<file path="src/logic/leb_regs.svh">
// Operation
// - Set bits ORs immediate, flags, one cycle
// - Clear bits ANDs with FFh minus immediate
// - Increment/decrement by one, carry untouched
// - Test sets flags, register keeps value
// - Clear XORs self; set loads ones, no flags
// - Relative jump 2, call 3 cycles
// - Compare-skip-equal skips 1 or 2 words
// - Compares subtract, flags only, one cycle
// - Skip on working register bit state
// - Skip on I/O register bit state
// - Flag branches, one or two cycles
// - Equal/not-equal branch on zero flag
// - Carry branches, lower and same-or-higher
// - Minus/plus branch on negative flag
// - Signed branches on negative XOR overflow
// - Half-carry branches, no flag change
// - T flag branches, same target
// - Overflow branches on overflow flag
// - Interrupt enable branches on I flag
//
// Constants of the execution block: map, fields, reset values, cycle counts.
// Assumes inclusion by the design files of this block only.
`ifndef LEB_REGS_SVH
`define LEB_REGS_SVH

// ****************
// APB map
// ****************
`define LEB_ADDR_INSTR  12'h000
`define LEB_ADDR_STATUS 12'h004
`define LEB_ADDR_PC     12'h008
`define LEB_ADDR_FLAGS  12'h00C
`define LEB_RF_PAGE     5'h02
`define LEB_IO_PAGE     5'h04

// ****************
// Instruction word fields
// ****************
`define LEB_F_OP_HI 31
`define LEB_F_OP_LO 26
`define LEB_F_RD_HI 25
`define LEB_F_RD_LO 21
`define LEB_F_RR_HI 20
`define LEB_F_RR_LO 16
`define LEB_F_TWO   12
`define LEB_F_K_HI  11

// ****************
// Status flag positions
// ****************
`define LEB_SF_C 0
`define LEB_SF_Z 1
`define LEB_SF_N 2
`define LEB_SF_V 3
`define LEB_SF_S 4
`define LEB_SF_H 5
`define LEB_SF_T 6
`define LEB_SF_I 7

// ****************
// Reset values and cycle counts
// ****************
`define LEB_RST_PC    12'h000
`define LEB_RST_FLAGS 8'h00
`define LEB_RST_BYTE  8'h00
`define LEB_CYC_ONE   3'h1
`define LEB_CYC_TWO   3'h2
`define LEB_CYC_CALL  3'h3
`define LEB_CYC_RET   3'h4

`endif

</file>
<file path="src/logic/leb_pkg.sv">
// Types shared by the execution block files.
// Opcode numbering follows declaration order, starting at zero.
package leb_pkg;

  typedef enum logic [5:0] {
    OP_NOP, OP_SET_BITS_IMM, OP_CLEAR_BITS_IMM, OP_INCREMENT, OP_DECREMENT,
    OP_TEST_ZERO_MINUS, OP_CLEAR_REGISTER, OP_SET_REGISTER, OP_RELATIVE_JUMP,
    OP_RELATIVE_CALL, OP_SUBROUTINE_RETURN, OP_INTERRUPT_RETURN,
    OP_COMPARE_SKIP_EQUAL, OP_COMPARE_REGS, OP_COMPARE_WITH_CARRY,
    OP_COMPARE_IMMEDIATE, OP_SKIP_REG_BIT_CLEAR, OP_SKIP_REG_BIT_SET,
    OP_SKIP_IO_BIT_CLEAR, OP_SKIP_IO_BIT_SET, OP_BRANCH_FLAG_SET,
    OP_BRANCH_FLAG_CLEAR, OP_BRANCH_EQUAL, OP_BRANCH_NOT_EQUAL,
    OP_BRANCH_CARRY_SET, OP_BRANCH_CARRY_CLEAR, OP_BRANCH_MINUS, OP_BRANCH_PLUS,
    OP_BRANCH_GE_SIGNED, OP_BRANCH_LT_SIGNED, OP_BRANCH_HALFCARRY_SET,
    OP_BRANCH_HALFCARRY_CLEAR, OP_BRANCH_TFLAG_SET, OP_BRANCH_TFLAG_CLEAR,
    OP_BRANCH_OVERFLOW_SET, OP_BRANCH_OVERFLOW_CLEAR, OP_BRANCH_INT_ENABLED,
    OP_BRANCH_INT_DISABLED
  } leb_op_t;

  typedef enum logic {ST_IDLE, ST_EXEC} leb_state_t;

endpackage

</file>
<file path="src/logic/leb_alu.sv">
// Data path of the logic, increment and compare operations.
// Purely combinational; the caller commits result and flags.
`timescale 1ns/1ps
`include "leb_regs.svh"

module leb_alu (
  input  wire leb_pkg::leb_op_t op,
  input  wire logic [7:0]       a,
  input  wire logic [7:0]       b,
  input  wire logic [7:0]       status_flags_reg_in,
  output logic      [7:0]       res,
  output logic                  wr_en,
  output logic      [7:0]       status_flags_reg_out
);

  logic [7:0] r;
  logic       cin;
  logic       v;
  logic       c;
  logic       h;
  logic       z;
  logic       upd;
  logic       upd_ch;

  always_comb
  begin
    cin    = (op == leb_pkg::OP_COMPARE_WITH_CARRY) ? status_flags_reg_in[`LEB_SF_C] : 1'b0;
    r      = a;
    v      = 1'b0;
    upd    = 1'b0;
    upd_ch = 1'b0;
    wr_en  = 1'b0;
    case (op)
      leb_pkg::OP_SET_BITS_IMM:
      begin
        r     = a | b;
        upd   = 1'b1;
        wr_en = 1'b1;
      end
      leb_pkg::OP_CLEAR_BITS_IMM:
      begin
        r     = a & (8'hFF - b);
        upd   = 1'b1;
        wr_en = 1'b1;
      end
      leb_pkg::OP_INCREMENT:
      begin
        r     = a + 8'h01;
        v     = (a == 8'h7F);
        upd   = 1'b1;
        wr_en = 1'b1;
      end
      leb_pkg::OP_DECREMENT:
      begin
        r     = a - 8'h01;
        v     = (a == 8'h80);
        upd   = 1'b1;
        wr_en = 1'b1;
      end
      leb_pkg::OP_TEST_ZERO_MINUS:
      begin
        r   = a & a;
        upd = 1'b1;
      end
      leb_pkg::OP_CLEAR_REGISTER:
      begin
        r     = a ^ a;
        upd   = 1'b1;
        wr_en = 1'b1;
      end
      leb_pkg::OP_SET_REGISTER:
      begin
        r     = 8'hFF;
        wr_en = 1'b1;
      end
      leb_pkg::OP_COMPARE_REGS, leb_pkg::OP_COMPARE_WITH_CARRY, leb_pkg::OP_COMPARE_IMMEDIATE:
      begin
        r      = a - b - {7'h00, cin};
        v      = (a[7] & ~b[7] & ~r[7]) | (~a[7] & b[7] & r[7]);
        upd    = 1'b1;
        upd_ch = 1'b1;
      end
      default:
      begin
        r = a;
      end
    endcase
    c = (~a[7] & b[7]) | (b[7] & r[7]) | (r[7] & ~a[7]);
    h = (~a[3] & b[3]) | (b[3] & r[3]) | (r[3] & ~a[3]);
    // Chained compare keeps zero only if the lower byte was zero too
    z = (r == 8'h00) & ((op != leb_pkg::OP_COMPARE_WITH_CARRY) | status_flags_reg_in[`LEB_SF_Z]);
    status_flags_reg_out = status_flags_reg_in;
    if (upd)
    begin
      status_flags_reg_out[`LEB_SF_Z] = z;
      status_flags_reg_out[`LEB_SF_N] = r[7];
      status_flags_reg_out[`LEB_SF_V] = v;
      status_flags_reg_out[`LEB_SF_S] = r[7] ^ v;
    end
    if (upd_ch)
    begin
      status_flags_reg_out[`LEB_SF_C] = c;
      status_flags_reg_out[`LEB_SF_H] = h;
    end
    res = r;
  end

endmodule

</file>
<file path="src/logic/leb_exec.sv">
// Execution block: register file, program counter, flags, return stack,
// one instruction word executed per APB write, with documented cycle counts.
// Assumes a single APB master on pclk; the register files are loaded over APB.
//
// The register addresses and the APB interface to the registers are this design's own decisions.
`timescale 1ns/1ps
`include "leb_regs.svh"

module leb_exec (
  input  wire logic        pclk,
  input  wire logic        presetn,
  input  wire logic        psel,
  input  wire logic        penable,
  input  wire logic        pwrite,
  input  wire logic [11:0] paddr,
  input  wire logic [31:0] pwdata,
  output logic      [31:0] prdata,
  output logic             pready,
  output logic             pslverr
);

  // ****************
  // State
  // ****************
  logic [7:0]          rf [32];
  logic [7:0]          io [32];
  logic [11:0]         stack [16];
  logic [3:0]          sp;
  logic [11:0]         pc;
  logic [7:0]          status_flags_reg;
  logic [31:0]         ir;
  logic [2:0]          cnt;
  logic [2:0]          last_cycles;
  leb_pkg::leb_state_t state;

  leb_pkg::leb_op_t op;
  logic [4:0]       rd_idx;
  logic [4:0]       rr_idx;
  logic [2:0]       bsel;
  logic [7:0]       imm;
  logic [7:0]       a;
  logic [7:0]       b;
  logic             taken;
  logic [2:0]       need;
  logic             last;
  logic [11:0]      next_pc;
  logic [11:0]      br_pc;
  logic [11:0]      skip_pc;
  logic [7:0]       alu_res;
  logic             alu_wr;
  logic [7:0]       alu_status_flags_reg;
  logic             wr_ok;
  logic             idle_wr;
  logic [31:0]      rd_mux;

  // ****************
  // Helpers
  // ****************
  function automatic logic is_imm(leb_pkg::leb_op_t o);
    return o == leb_pkg::OP_SET_BITS_IMM || o == leb_pkg::OP_CLEAR_BITS_IMM ||
           o == leb_pkg::OP_COMPARE_IMMEDIATE;
  endfunction

  function automatic logic is_skip(leb_pkg::leb_op_t o);
    return o == leb_pkg::OP_COMPARE_SKIP_EQUAL || (o >= leb_pkg::OP_SKIP_REG_BIT_CLEAR &&
           o <= leb_pkg::OP_SKIP_IO_BIT_SET);
  endfunction

  function automatic logic is_branch(leb_pkg::leb_op_t o);
    return o >= leb_pkg::OP_BRANCH_FLAG_SET;
  endfunction

  function automatic logic mapped(logic [11:0] ad);
    return ad == `LEB_ADDR_INSTR || ad == `LEB_ADDR_STATUS || ad == `LEB_ADDR_PC ||
           ad == `LEB_ADDR_FLAGS ||
           (ad[1:0] == 2'b00 && (ad[11:7] == `LEB_RF_PAGE || ad[11:7] == `LEB_IO_PAGE));
  endfunction

  // Opcodes past the last defined one run as a one-cycle no-op
  assign op      = (ir[`LEB_F_OP_HI:`LEB_F_OP_LO] > 6'(leb_pkg::OP_BRANCH_INT_DISABLED)) ?
                   leb_pkg::OP_NOP : leb_pkg::leb_op_t'(ir[`LEB_F_OP_HI:`LEB_F_OP_LO]);
  assign rd_idx  = ir[`LEB_F_RD_HI:`LEB_F_RD_LO];
  assign rr_idx  = ir[`LEB_F_RR_HI:`LEB_F_RR_LO];
  assign bsel    = rr_idx[2:0];
  assign imm     = ir[7:0];
  assign a       = rf[rd_idx];
  assign b       = is_imm(op) ? imm : rf[rr_idx];

  // ****************
  // Condition and timing
  // ****************
  always_comb
  begin
    case (op)
      leb_pkg::OP_COMPARE_SKIP_EQUAL:     taken = (a == b);
      leb_pkg::OP_SKIP_REG_BIT_CLEAR:     taken = ~a[bsel];
      leb_pkg::OP_SKIP_REG_BIT_SET:       taken = a[bsel];
      leb_pkg::OP_SKIP_IO_BIT_CLEAR:      taken = ~io[rd_idx][bsel];
      leb_pkg::OP_SKIP_IO_BIT_SET:        taken = io[rd_idx][bsel];
      leb_pkg::OP_BRANCH_FLAG_SET:        taken = status_flags_reg[bsel];
      leb_pkg::OP_BRANCH_FLAG_CLEAR:      taken = ~status_flags_reg[bsel];
      leb_pkg::OP_BRANCH_EQUAL:           taken = status_flags_reg[`LEB_SF_Z];
      leb_pkg::OP_BRANCH_NOT_EQUAL:       taken = ~status_flags_reg[`LEB_SF_Z];
      leb_pkg::OP_BRANCH_CARRY_SET:       taken = status_flags_reg[`LEB_SF_C];
      leb_pkg::OP_BRANCH_CARRY_CLEAR:     taken = ~status_flags_reg[`LEB_SF_C];
      leb_pkg::OP_BRANCH_MINUS:           taken = status_flags_reg[`LEB_SF_N];
      leb_pkg::OP_BRANCH_PLUS:            taken = ~status_flags_reg[`LEB_SF_N];
      leb_pkg::OP_BRANCH_GE_SIGNED:
        taken = ~(status_flags_reg[`LEB_SF_N] ^ status_flags_reg[`LEB_SF_V]);
      leb_pkg::OP_BRANCH_LT_SIGNED:
        taken = status_flags_reg[`LEB_SF_N] ^ status_flags_reg[`LEB_SF_V];
      leb_pkg::OP_BRANCH_HALFCARRY_SET:   taken = status_flags_reg[`LEB_SF_H];
      leb_pkg::OP_BRANCH_HALFCARRY_CLEAR: taken = ~status_flags_reg[`LEB_SF_H];
      leb_pkg::OP_BRANCH_TFLAG_SET:       taken = status_flags_reg[`LEB_SF_T];
      leb_pkg::OP_BRANCH_TFLAG_CLEAR:     taken = ~status_flags_reg[`LEB_SF_T];
      leb_pkg::OP_BRANCH_OVERFLOW_SET:    taken = status_flags_reg[`LEB_SF_V];
      leb_pkg::OP_BRANCH_OVERFLOW_CLEAR:  taken = ~status_flags_reg[`LEB_SF_V];
      leb_pkg::OP_BRANCH_INT_ENABLED:     taken = status_flags_reg[`LEB_SF_I];
      leb_pkg::OP_BRANCH_INT_DISABLED:    taken = ~status_flags_reg[`LEB_SF_I];
      default:                            taken = 1'b0;
    endcase
  end

  always_comb
  begin
    case (op)
      leb_pkg::OP_RELATIVE_JUMP:     need = `LEB_CYC_TWO;
      leb_pkg::OP_RELATIVE_CALL:     need = `LEB_CYC_CALL;
      leb_pkg::OP_SUBROUTINE_RETURN,
      leb_pkg::OP_INTERRUPT_RETURN:  need = `LEB_CYC_RET;
      default:                       need = (taken && (is_skip(op) || is_branch(op))) ? `LEB_CYC_TWO : `LEB_CYC_ONE;
    endcase
  end

  assign last    = (state == leb_pkg::ST_EXEC) && (cnt == need - 3'h1);
  // Branch offsets are 7 bits, jump offsets fill the counter width
  assign br_pc   = pc + {{5{ir[6]}}, ir[6:0]} + 12'h001;
  assign skip_pc = pc + (ir[`LEB_F_TWO] ? 12'h003 : 12'h002);

  always_comb
  begin
    case (op)
      leb_pkg::OP_RELATIVE_JUMP,
      leb_pkg::OP_RELATIVE_CALL:     next_pc = pc + ir[`LEB_F_K_HI:0] + 12'h001;
      leb_pkg::OP_SUBROUTINE_RETURN,
      leb_pkg::OP_INTERRUPT_RETURN:  next_pc = stack[sp - 4'h1];
      default:
        if (taken && is_branch(op))
          next_pc = br_pc;
        else if (taken && is_skip(op))
          next_pc = skip_pc;
        else
          next_pc = pc + 12'h001;
    endcase
  end

  leb_alu u_alu (
    .op       (op),
    .a        (a),
    .b        (b),
    .status_flags_reg_in  (status_flags_reg),
    .res      (alu_res),
    .wr_en    (alu_wr),
    .status_flags_reg_out (alu_status_flags_reg)
  );

  // ****************
  // APB slave, zero wait states
  // ****************
  assign wr_ok   = psel & penable & pready & pwrite;
  // Register writes, launches included, are dropped mid-instruction
  assign idle_wr = wr_ok & (state == leb_pkg::ST_IDLE);

  always_comb
  begin
    rd_mux = 32'h0000_0000;
    if (paddr == `LEB_ADDR_INSTR)
      rd_mux = ir;
    else if (paddr == `LEB_ADDR_STATUS)
      rd_mux = {13'h0000, last_cycles, 4'h0, sp, 7'h00, state == leb_pkg::ST_EXEC};
    else if (paddr == `LEB_ADDR_PC)
      rd_mux = {20'h00000, pc};
    else if (paddr == `LEB_ADDR_FLAGS)
      rd_mux = {24'h000000, status_flags_reg};
    else if (paddr[1:0] == 2'b00 && paddr[11:7] == `LEB_RF_PAGE)
      rd_mux = {24'h000000, rf[paddr[6:2]]};
    else if (paddr[1:0] == 2'b00 && paddr[11:7] == `LEB_IO_PAGE)
      rd_mux = {24'h000000, io[paddr[6:2]]};
  end

  always_ff @(posedge pclk or negedge presetn)
  begin
    if (!presetn)
    begin
      pready  <= 1'b0;
      prdata  <= 32'h0000_0000;
      pslverr <= 1'b0;
    end
    else
    begin
      pready  <= psel & ~penable & ~pready;
      prdata  <= rd_mux;
      pslverr <= psel & ~penable & ~pready & ~mapped(paddr);
    end
  end

  // ****************
  // Sequencer
  // ****************
  always_ff @(posedge pclk or negedge presetn)
  begin
    if (!presetn)
    begin
      state       <= leb_pkg::ST_IDLE;
      cnt         <= 3'h0;
      ir          <= 32'h0000_0000;
      last_cycles <= 3'h0;
    end
    else
    begin
      case (state)
        leb_pkg::ST_IDLE:
          if (idle_wr && paddr == `LEB_ADDR_INSTR)
          begin
            ir    <= pwdata;
            cnt   <= 3'h0;
            state <= leb_pkg::ST_EXEC;
          end
        leb_pkg::ST_EXEC:
          if (last)
          begin
            last_cycles <= need;
            state       <= leb_pkg::ST_IDLE;
          end
          else
            cnt <= cnt + 3'h1;
        default:
          state <= leb_pkg::ST_IDLE;
      endcase
    end
  end

  always_ff @(posedge pclk or negedge presetn)
  begin
    if (!presetn)
      pc <= `LEB_RST_PC;
    else if (last)
      pc <= next_pc;
    else if (idle_wr && paddr == `LEB_ADDR_PC)
      pc <= pwdata[11:0];
  end

  always_ff @(posedge pclk or negedge presetn)
  begin
    if (!presetn)
      status_flags_reg <= `LEB_RST_FLAGS;
    else if (last && op == leb_pkg::OP_INTERRUPT_RETURN)
      status_flags_reg[`LEB_SF_I] <= 1'b1;
    else if (last)
      status_flags_reg <= alu_status_flags_reg;
    else if (idle_wr && paddr == `LEB_ADDR_FLAGS)
      status_flags_reg <= pwdata[7:0];
  end

  // Stack wraps silently; software owns depth
  always_ff @(posedge pclk or negedge presetn)
  begin
    if (!presetn)
    begin
      sp <= 4'h0;
      for (int i = 0; i < 16; i++)
        stack[i] <= `LEB_RST_PC;
    end
    else if (last && op == leb_pkg::OP_RELATIVE_CALL)
    begin
      stack[sp] <= pc + 12'h001;
      sp        <= sp + 4'h1;
    end
    else if (last && (op == leb_pkg::OP_SUBROUTINE_RETURN || op == leb_pkg::OP_INTERRUPT_RETURN))
      sp <= sp - 4'h1;
  end

  always_ff @(posedge pclk or negedge presetn)
  begin
    if (!presetn)
      for (int i = 0; i < 32; i++)
        rf[i] <= `LEB_RST_BYTE;
    else if (last && alu_wr)
      rf[rd_idx] <= alu_res;
    else if (idle_wr && paddr[1:0] == 2'b00 && paddr[11:7] == `LEB_RF_PAGE)
      rf[paddr[6:2]] <= pwdata[7:0];
  end

  always_ff @(posedge pclk or negedge presetn)
  begin
    if (!presetn)
      for (int i = 0; i < 32; i++)
        io[i] <= `LEB_RST_BYTE;
    else if (idle_wr && paddr[1:0] == 2'b00 && paddr[11:7] == `LEB_IO_PAGE)
      io[paddr[6:2]] <= pwdata[7:0];
  end
endmodule

</file>
<file path="config.mk">
export PLATFORM = sky130hd
export DESIGN_NAME = leb_exec
export DESIGN_NICKNAME = d
export VERILOG_FILES = /design/src/logic/leb_pkg.sv /design/src/logic/leb_alu.sv /design/src/logic/leb_exec.sv
export VERILOG_INCLUDE_DIRS = /design/src /design/src/logic
export SDC_FILE = /design/constraint.sdc
export NUM_CORES = 2
export LEC_CHECK = 0
export BUFFER_PORTS_ARGS = -buffer_cell sky130_fd_sc_hd__buf_2
export CAP_MARGIN = 20
export CORE_UTILIZATION = 30
export DETAILED_ROUTE_END_ITERATION = 6
export GPL_ROUTABILITY_DRIVEN = 0
export SYNTH_ARGS = -nofsm -noshare
export SYNTH_HDL_FRONTEND = slang
export SYNTH_SLANG_ARGS = --single-unit
</file>
<file path="constraint.sdc">
create_clock -name pclk -period 10.1 [get_ports pclk]
set_input_delay 1.515 -clock pclk [delete_from_list [all_inputs] [get_ports pclk]]
set_output_delay 1.515 -clock pclk [all_outputs]
set_load 0.02 [all_outputs]
</file>
# ---- After elaboration in Yosys (flattened, before gate mapping)
# Cells that the tools add are included.
dict set report totals {
  out_inout_bits 34
  wordCells 352
  inputBits 49
  register_bits 801
}
dict set report classes {
  n_reduce_logical 51
  n_bitwise 55
  n_mux 73
  n_addsub 15
  eq_ne 52
  magnitude_cmp 13
}
# cell n
set ops {}
lappend ops {{bitwise mux 256 bit} 3}
lappend ops {{two-way mux 256 bit} 2}
lappend ops {{binary-select mux 8 bit (select 5 bit)} 5}
lappend ops {{bitwise mux 192 bit} 1}
lappend ops {{two-way mux 8 bit} 18}
lappend ops {{== test 6 x 5 -> 1 bit, second input constant} 16}
lappend ops {{two-way mux 12 bit} 8}
lappend ops {{demux 8 bit (select 5 bit)} 2}
lappend ops {{case mux 8 bit (8 select lines)} 1}
lappend ops {{binary-select mux 12 bit (select 4 bit)} 1}
lappend ops {{demux 12 bit (select 4 bit)} 1}
lappend ops {{== test 6 x 4 -> 1 bit, second input constant} 8}
lappend ops {{adder 12 x 1 -> 12 bit, second input constant} 3}
lappend ops {{== test 6 bit, second input constant} 6}
lappend ops {{two-way mux 32 bit} 1}
lappend ops {{adder 12 bit} 2}
lappend ops {{== test 12 x 4 -> 1 bit, second input constant} 2}
lappend ops {{== test 6 x 3 -> 1 bit, second input constant} 4}
lappend ops {{case mux 12 bit (2 select lines)} 1}
lappend ops {{case mux 1 bit (23 select lines)} 1}
lappend ops {{logical AND 1 bit} 21}
lappend ops {{inverter 1 bit} 21}
lappend ops {{two-way mux 19 bit} 1}
lappend ops {{greater-or-equal comparator 6 bit, second input constant} 3}
lappend ops {{58 further kinds} 127}

# ---- Longest topological paths before layout
dict set report logic_depth {
  word_depth 17
  depth_mapped 34
  depth_no_buf 24
}

# ---- By module
# From an unflattened synthesis, not the netlist that was laid out.
dict set report unflattened {
  cells_unflattened 4780
  hier_area_um2 53386.2
}
# mod n_inst area_per_inst_um2 cells_each seq_area_each_um2
set by_module_without_submodules {}
lappend by_module_without_submodules {leb_exec 1 51782.2 4553 20044.2}
lappend by_module_without_submodules {leb_alu 1 1604.0 227 0.0}

# ---- Least setup slack after synthesis
# No wires, ideal clock.
dict set report synth_path {
  path_type {reg-to-reg}
  from {reg ir[16]}
  to {reg stack[121] (netlist bit)}
  setup_time_ns 0.125
  period_less_slack_ns 7.375
  n_path_buf 8
  slack_ns 2.725
  required_time_ns 9.975
  path_stages_with_launch 31
  arrival_ns 7.250
  cell_sequence {dfrtp_1 > buf_2 > buf_2 > buf_2 > clkbuf_1 > buf_1 > buf_2 > mux4_2 > mux4_2 > mux2i_1 > nand2_1 > o21ai_0 > ha_1 > or3_1 > nor4_1 > a21oi_1 > o21ai_2 > a211oi_4 > and2_1 > inv_1 > ha_1 > xnor2_1 > xnor2_1 > and3_1 > clkbuf_1 > nand2_1 > a21o_4 > a21oi_4 > and4b_1 > buf_2 > mux2_2}
}
dict set report synth_between {
  elab_chain_cells 14
  word_cells_on_any_way 23
  cone_classes {add/sub: 1; eq/ne: 2; mux: 13; bitwise: 4; reduce/logical: 3}
}
# item line
set synth_lines {}
lappend synth_lines {{start, declared} leb_exec.sv:31} ;# logic [31:0] ir;
lappend synth_lines {{start signal, assigned} leb_exec.sv:225} ;# ir <= pwdata;
lappend synth_lines {{inverter 5 -> 6 bit (not written as such)} leb_exec.sv:87} ;# assign b = is_imm(op) ? imm : rf[rr_idx];
lappend synth_lines {{binary-select mux 8 bit (select 5 bit)} leb_exec.sv:87}
lappend synth_lines {{two-way mux 8 bit (not written as such) (2 in a row)} leb_exec.sv:87}
lappend synth_lines {{two-way mux 8 bit} leb_exec.sv:87}
lappend synth_lines {{== test 8 bit} leb_exec.sv:95} ;# leb_pkg::OP_COMPARE_SKIP_EQUAL: taken = (a == b);
lappend synth_lines {{case mux 1 bit (23 select lines) (*)} leb_exec.sv:94} ;# case (op)
lappend synth_lines {{logical AND 1 bit (*)} leb_exec.sv:131} ;# default: need = (taken && (is_skip(op) || is_branch(op))) ? `LEB_CYC_TWO : `LEB_CYC_ONE;
lappend synth_lines {{two-way mux 2 bit (no line) (*)} n/a}
lappend synth_lines {{case mux 3 bit (3 select lines) (*)} leb_exec.sv:126} ;# case (op)
lappend synth_lines {{subtractor 3 x 1 -> 3 bit (*)} leb_exec.sv:135} ;# assign last = (state == leb_pkg::ST_EXEC) && (cnt == need - 3'h1);
lappend synth_lines {{== test 3 bit (*)} leb_exec.sv:135}
lappend synth_lines {{logical AND 1 bit (*)} leb_exec.sv:135}
lappend synth_lines {{logical AND 1 bit (*)} leb_exec.sv:274} ;# else if (last && op == leb_pkg::OP_RELATIVE_CALL)
lappend synth_lines {{end signal, assigned by index} leb_exec.sv:272} ;# stack[i] <= `LEB_RST_PC;
lappend synth_lines {{end signal, assigned by index} leb_exec.sv:276} ;# stack[sp] <= pc + 12'h001;
lappend synth_lines {{end, declared} leb_exec.sv:27} ;# logic [11:0] stack [16];
# Every way passes the cells marked *; elsewhere a longest branch is shown, timed or not. The select of a mux whose other input is x is not followed.
# A chain may end at the register's enable or synchronous reset.

# ---- Final worst setup path
dict set report layout_path {
  from {reg ir[16]}
  to {reg stack[143] (netlist bit)}
}
# Same word-level chain as after synthesis.

==> results.md <==
Run status:
- The flow ran to the end, but the final reports show violations.
- The final reports fail on design-rule violations.

Timing:
- The number of failing setup endpoints in the final timing report is 0.
- Summed over all failing endpoints, the final setup total negative slack is 0 ns.
- Setup repair after global routing left no endpoint under its margin.
- Derived from the worst setup path, the maximum achievable clock frequency is 0.1162 GHz.
- The slew of the pin with the lowest slew margin is 1.303 ns.
- The normalized max-slew margin is 12.18%.
- The final critical path takes up 85.21% of the cycle.
- The final-report max-slew violation count was 0.
- For the finished layout, the period the worst path requires is 8.606 ns.
- The post-layout worst setup margin is 1.494 ns.
- The final number of hold-violating endpoints is 0.
- For the final database, setup skew stands at 0.08909 ns.

Pwr:
- The worst-case IR drop observed on VDD is 0.0001476 V.
- The share of power burned in combinational logic is 4.0%.
- The relative contribution of sequential cells to total power is 46.0%.
- The total leakage power is 0.02308 uW.
- The clock network accounts for 50.0% of the total power.
- For this design the total switching power over the nets is 1700 uW.
- The design internal power is 5290 uW.
- The power density over the cells is 126.3 mW/mm^2.
- In this run switching power makes up 24.32% of total power.

Setup path:
- The standard cell with the maximum stage delay on the critical path is sky130_fd_sc_hd__dfrtp_4.
- On the worst path, the slowest cell contributes a delay of 1.03 ns.
- Data arrives at the worst endpoint at 9.20 ns.
- The required arrival time at the worst endpoint is 10.69 ns.
- The kind of capture point of the worst setup path is a flip-flop.
- The critical path goes through mux4_2, mux4_2, mux2i_1, nand2_1, o21ai_0, inv_1, ha_1, nand4_1, nor4_1, a21oi_1, o21ai_2, a211oi_4, and2_1, inv_1, ha_1, xnor2_1, xnor2_1, and3_1, nand2_1, a21o_4, a21oi_4, nand4b_1, mux2_2.
- Of all nets on the critical path, the largest fanout is 43.
- The startpoint kind of the worst setup timing path is a flip-flop.
- The critical path class is reg -> reg.

Clock tree:
- The deepest level of the CTS H-tree is 3.
- Gates resized during post-CTS repair numbered 0.
- Clock-pin slew was measured on the worst setup and hold paths at 0.07 ns.
- The clock root buffer is sky130_fd_sc_hd__clkbuf_16.
- The clock net sink count is 801.
- The hold buffer count at cts is 0.
- Buffers inserted during clock tree synthesis total 91.
- TritonCTS built the clock tree.
- The clock passes through at most 3 buffers.
- After clock tree synthesis, the setup repair step added 0 buffers.
- The insertion delay of the later-clocked pin in the worst-skew pair is 0.76 ns.

Floorplanning:
- The number of placed I/O pins is 83.
- The floorplan step set the die height to 408.7 um.
- The die extent in x is 408.7 um.
- The core outline area is 0.1635 mm^2.
- Once the floorplan was initialized, standard cells occupied 30.35% of the core.
- The floorplan step defined a die boundary enclosing 0.1671 mm^2.
- The initialized floorplan defines 148 standard-cell rows.

Synthesis:
- The total of flip-flops plus latches after synthesis is 801.
- Of the synthesized area, sequential elements account for 40.39%.
- Counting every instance in the synthesized netlist gives 4,125.
- The Yosys step of the flow raised 0 warnings.
- For this run, asynchronously set or reset flops after synthesis account for 100.0%.
- The netlist uses 93 different library cells.
- In this run the mean area of a mapped cell was 12.03 um^2.
- By area the synthesized netlist is led by sky130_fd_sc_hd__dfrtp_1 40%, sky130_fd_sc_hd__mux4_2 14%, sky130_fd_sc_hd__mux2_2 12%, sky130_fd_sc_hd__mux2i_1 4.2%, sky130_fd_sc_hd__mux2_4 2.7%.
- The area share of the largest cell type after synthesis is 40.39%.
- The most common flop cell mapped by yosys is sky130_fd_sc_hd__dfrtp_1.
- The cell taking the most area after synthesis is sky130_fd_sc_hd__dfrtp_1.
- In this run the cell area of the synthesized design comes to 0.04963 mm^2.
- The number of flops mapped to enable cells by yosys is 0.
- The number of nets in the synthesized netlist is 4,228.

Placed design:
- The half-perimeter wire length after placement is 133.3 mm.
- The total of buffers placed on input and output ports is 82.
- The count of placed standard cells including taps is 6,139.
- Prior to clock tree synthesis, the placed netlist has a worst setup slack of 1.754 ns.

Finish:
- The area growth from synthesis to layout is 11.47%.
- The number of non-filler instances in the completed layout is 6,309.
- The fill cell total of the finished layout is 16.04k.
- After the last flow step, the layout net total stands at 4,163.
- Cells with a size suffix above 1 make up 32.46% of the layout.
- In the final layout, the registers with the most flip-flops are io (256), rf (256), stack (192).

GRT:
- Entering global routing, the biggest net connects 171 pins.
- After global routing the overflow that remains totals 0.
- The number of global-route vias before repair is 38.48k.
- The first global-routing pass estimated 278.7 mm of wire.
- The number of antenna violations at the first check in global routing is 23.
- The global router's overall resource usage is 22.48%.

Route:
- The number of remaining DRC errors is 1.
- Dividing the detail-routed via count by the number of cells gives 6.255.
- The vias after detailed routing is 39.46k.
- The starting DRC count in detailed routing is 5,812.
- The antenna violation net count after detailed routing is 0.
- The length of the first detailed-routing pass in iterations is 7.
- The total length of routed wires is 191.6 mm.
- After detailed routing, the average wire length per cell comes to 30.36 um.

Run:
- Max-cap violations in this run came to 0.

Worst hold path:
- The type of the worst min-delay path is reg -> reg.
## cell usage after synthesis, types with 33 or more instances
library cell / instances
sky130_fd_sc_hd__nor3_1: 48
sky130_fd_sc_hd__nand4_1: 33
sky130_fd_sc_hd__nand3_1: 113
sky130_fd_sc_hd__mux2_4: 90
sky130_fd_sc_hd__o211ai_1: 84
sky130_fd_sc_hd__o32ai_1: 33
sky130_fd_sc_hd__o221ai_1: 57
sky130_fd_sc_hd__mux2i_1: 209
sky130_fd_sc_hd__a21o_1: 40
sky130_fd_sc_hd__mux4_2: 310
sky130_fd_sc_hd__nor2_1: 121
sky130_fd_sc_hd__a22oi_1: 134
sky130_fd_sc_hd__buf_1: 34
sky130_fd_sc_hd__nand2_1: 299
sky130_fd_sc_hd__o22ai_1: 39
sky130_fd_sc_hd__buf_2: 61
sky130_fd_sc_hd__o21ai_0: 166
sky130_fd_sc_hd__clkbuf_1: 214
sky130_fd_sc_hd__ha_1: 51
sky130_fd_sc_hd__inv_1: 69
sky130_fd_sc_hd__mux2_2: 531
sky130_fd_sc_hd__a21oi_1: 104
sky130_fd_sc_hd__and3_1: 33
sky130_fd_sc_hd__dfrtp_1: 801
## worst max-delay path: cells and delay by family (launching register included)
kind,cells,cell delay (ns)
mux,4,2.36
buf+inv,2,0.16
compound gates,6,2.08
simple gates,7,1.88
flops,1,1.03
xor+xnor,2,0.36
fa+ha+maj,2,0.52
## layer usage
metal  vias up  routed length, um  GRT usage [%]
li1      15810                  -              -
met1     20140              74450          29.73
met2      2745              80610          32.26
met3       738              24920          8.147
met4        24              11400          11.01
met5         -                189              0
## worst paths after layout
path                                     from                endpoint  slack (ns)  cells past startpoint
setup / recovery           ir[16]$_DFFE_PN0P_  stack[143]$_DFFE_PN0P_        1.49                     23
hold / removal               pready$_DFF_PN0_        pready$_DFF_PN0_        0.48                      1
setup reg to reg           ir[16]$_DFFE_PN0P_  stack[143]$_DFFE_PN0P_        1.49                     23
hold reg to reg              pready$_DFF_PN0_        pready$_DFF_PN0_        0.48                      1
max in group asynchronous             presetn  stack[141]$_DFFE_PN0P_        7.19                      3
min in group asynchronous             presetn      rf[56]$_DFFE_PN0P_        0.82                      1
## power groups by stage
stage	clock (uW)	sequential (uW)	combinational, uW
detailed placement	0	3270	276
floorplan	0	3270	108
CTS	3530	3210	276
finish	3500	3210	281
global route	3660	3210	297
global placement	0	3270	276
## cell families after synthesis
family / Yosys count / share of synthesized area (%)
AND/OR/NAND/NOR: 821 / 8.536
buffers and inverters: 422 / 3.935
XOR/XNOR: 51 / 0.9000
adder cells (fa/ha/maj): 54 / 1.407
multiplexers: 1141 / 33.10
AO/OA/AOI/OAI: 835 / 11.74
flip-flops: 801 / 40.39
## cell usage in the layout, fill, tap and decap left out, types with 23 or more instances in the layout
| cell type | instances |
|---|---|
| sky130_fd_sc_hd__dfrtp_1 | 795 |
| sky130_fd_sc_hd__mux2_2 | 531 |
| sky130_fd_sc_hd__mux4_2 | 310 |
| sky130_fd_sc_hd__nand2_1 | 297 |
| sky130_fd_sc_hd__mux2i_1 | 208 |
| sky130_fd_sc_hd__o21ai_0 | 165 |
| sky130_fd_sc_hd__a22oi_1 | 134 |
| sky130_fd_sc_hd__nor2_1 | 116 |
| sky130_fd_sc_hd__nand3_1 | 113 |
| sky130_fd_sc_hd__a21oi_1 | 103 |
| sky130_fd_sc_hd__buf_4 | 101 |
| sky130_fd_sc_hd__clkbuf_16 | 91 |
| sky130_fd_sc_hd__mux2_4 | 90 |
| sky130_fd_sc_hd__o211ai_1 | 84 |
| sky130_fd_sc_hd__buf_2 | 79 |
| sky130_fd_sc_hd__inv_1 | 69 |
| sky130_fd_sc_hd__o221ai_1 | 56 |
| sky130_fd_sc_hd__ha_1 | 50 |
| sky130_fd_sc_hd__nor3_1 | 45 |
| sky130_fd_sc_hd__a21o_1 | 40 |
| sky130_fd_sc_hd__o22ai_1 | 39 |
| sky130_fd_sc_hd__nand4_1 | 33 |
| sky130_fd_sc_hd__and3_1 | 33 |
| sky130_fd_sc_hd__o32ai_1 | 33 |
| sky130_fd_sc_hd__a211o_1 | 30 |
| sky130_fd_sc_hd__xor2_1 | 25 |
| sky130_fd_sc_hd__nor2b_1 | 24 |
| sky130_fd_sc_hd__clkbuf_1 | 23 |
## metrics by stage
stage                     power [uW]  util (%)  instance area, um^2  hold WS [ns]
after floorplan                 3380         -                49630        0.4496
after global placement          3546     31.90                52170        0.4627
after global routing            7167     33.83                55320        0.5118
after CTS                       7022     33.80                55270        0.4746
final                           6990     33.84                55330        0.4769
after detailed placement        3547     31.91                52180        0.4580
## final cells by class
class / instances / area [um^2] / share of cell area [%]
multi-input combinational: 2902 / 27780 / 50.22
sequential: 801 / 20060 / 36.27
tap: 2175 / 2721 / 4.919
clock buffer: 134 / 2639 / 4.770
timing repair buffer: 193 / 1395 / 2.522
clock inverter: 30 / 449.2 / 0.8119
inverter: 71 / 266.5 / 0.4817
antenna: 3 / 7.507 / 0.01357
(Power assumes the default switching activity.)
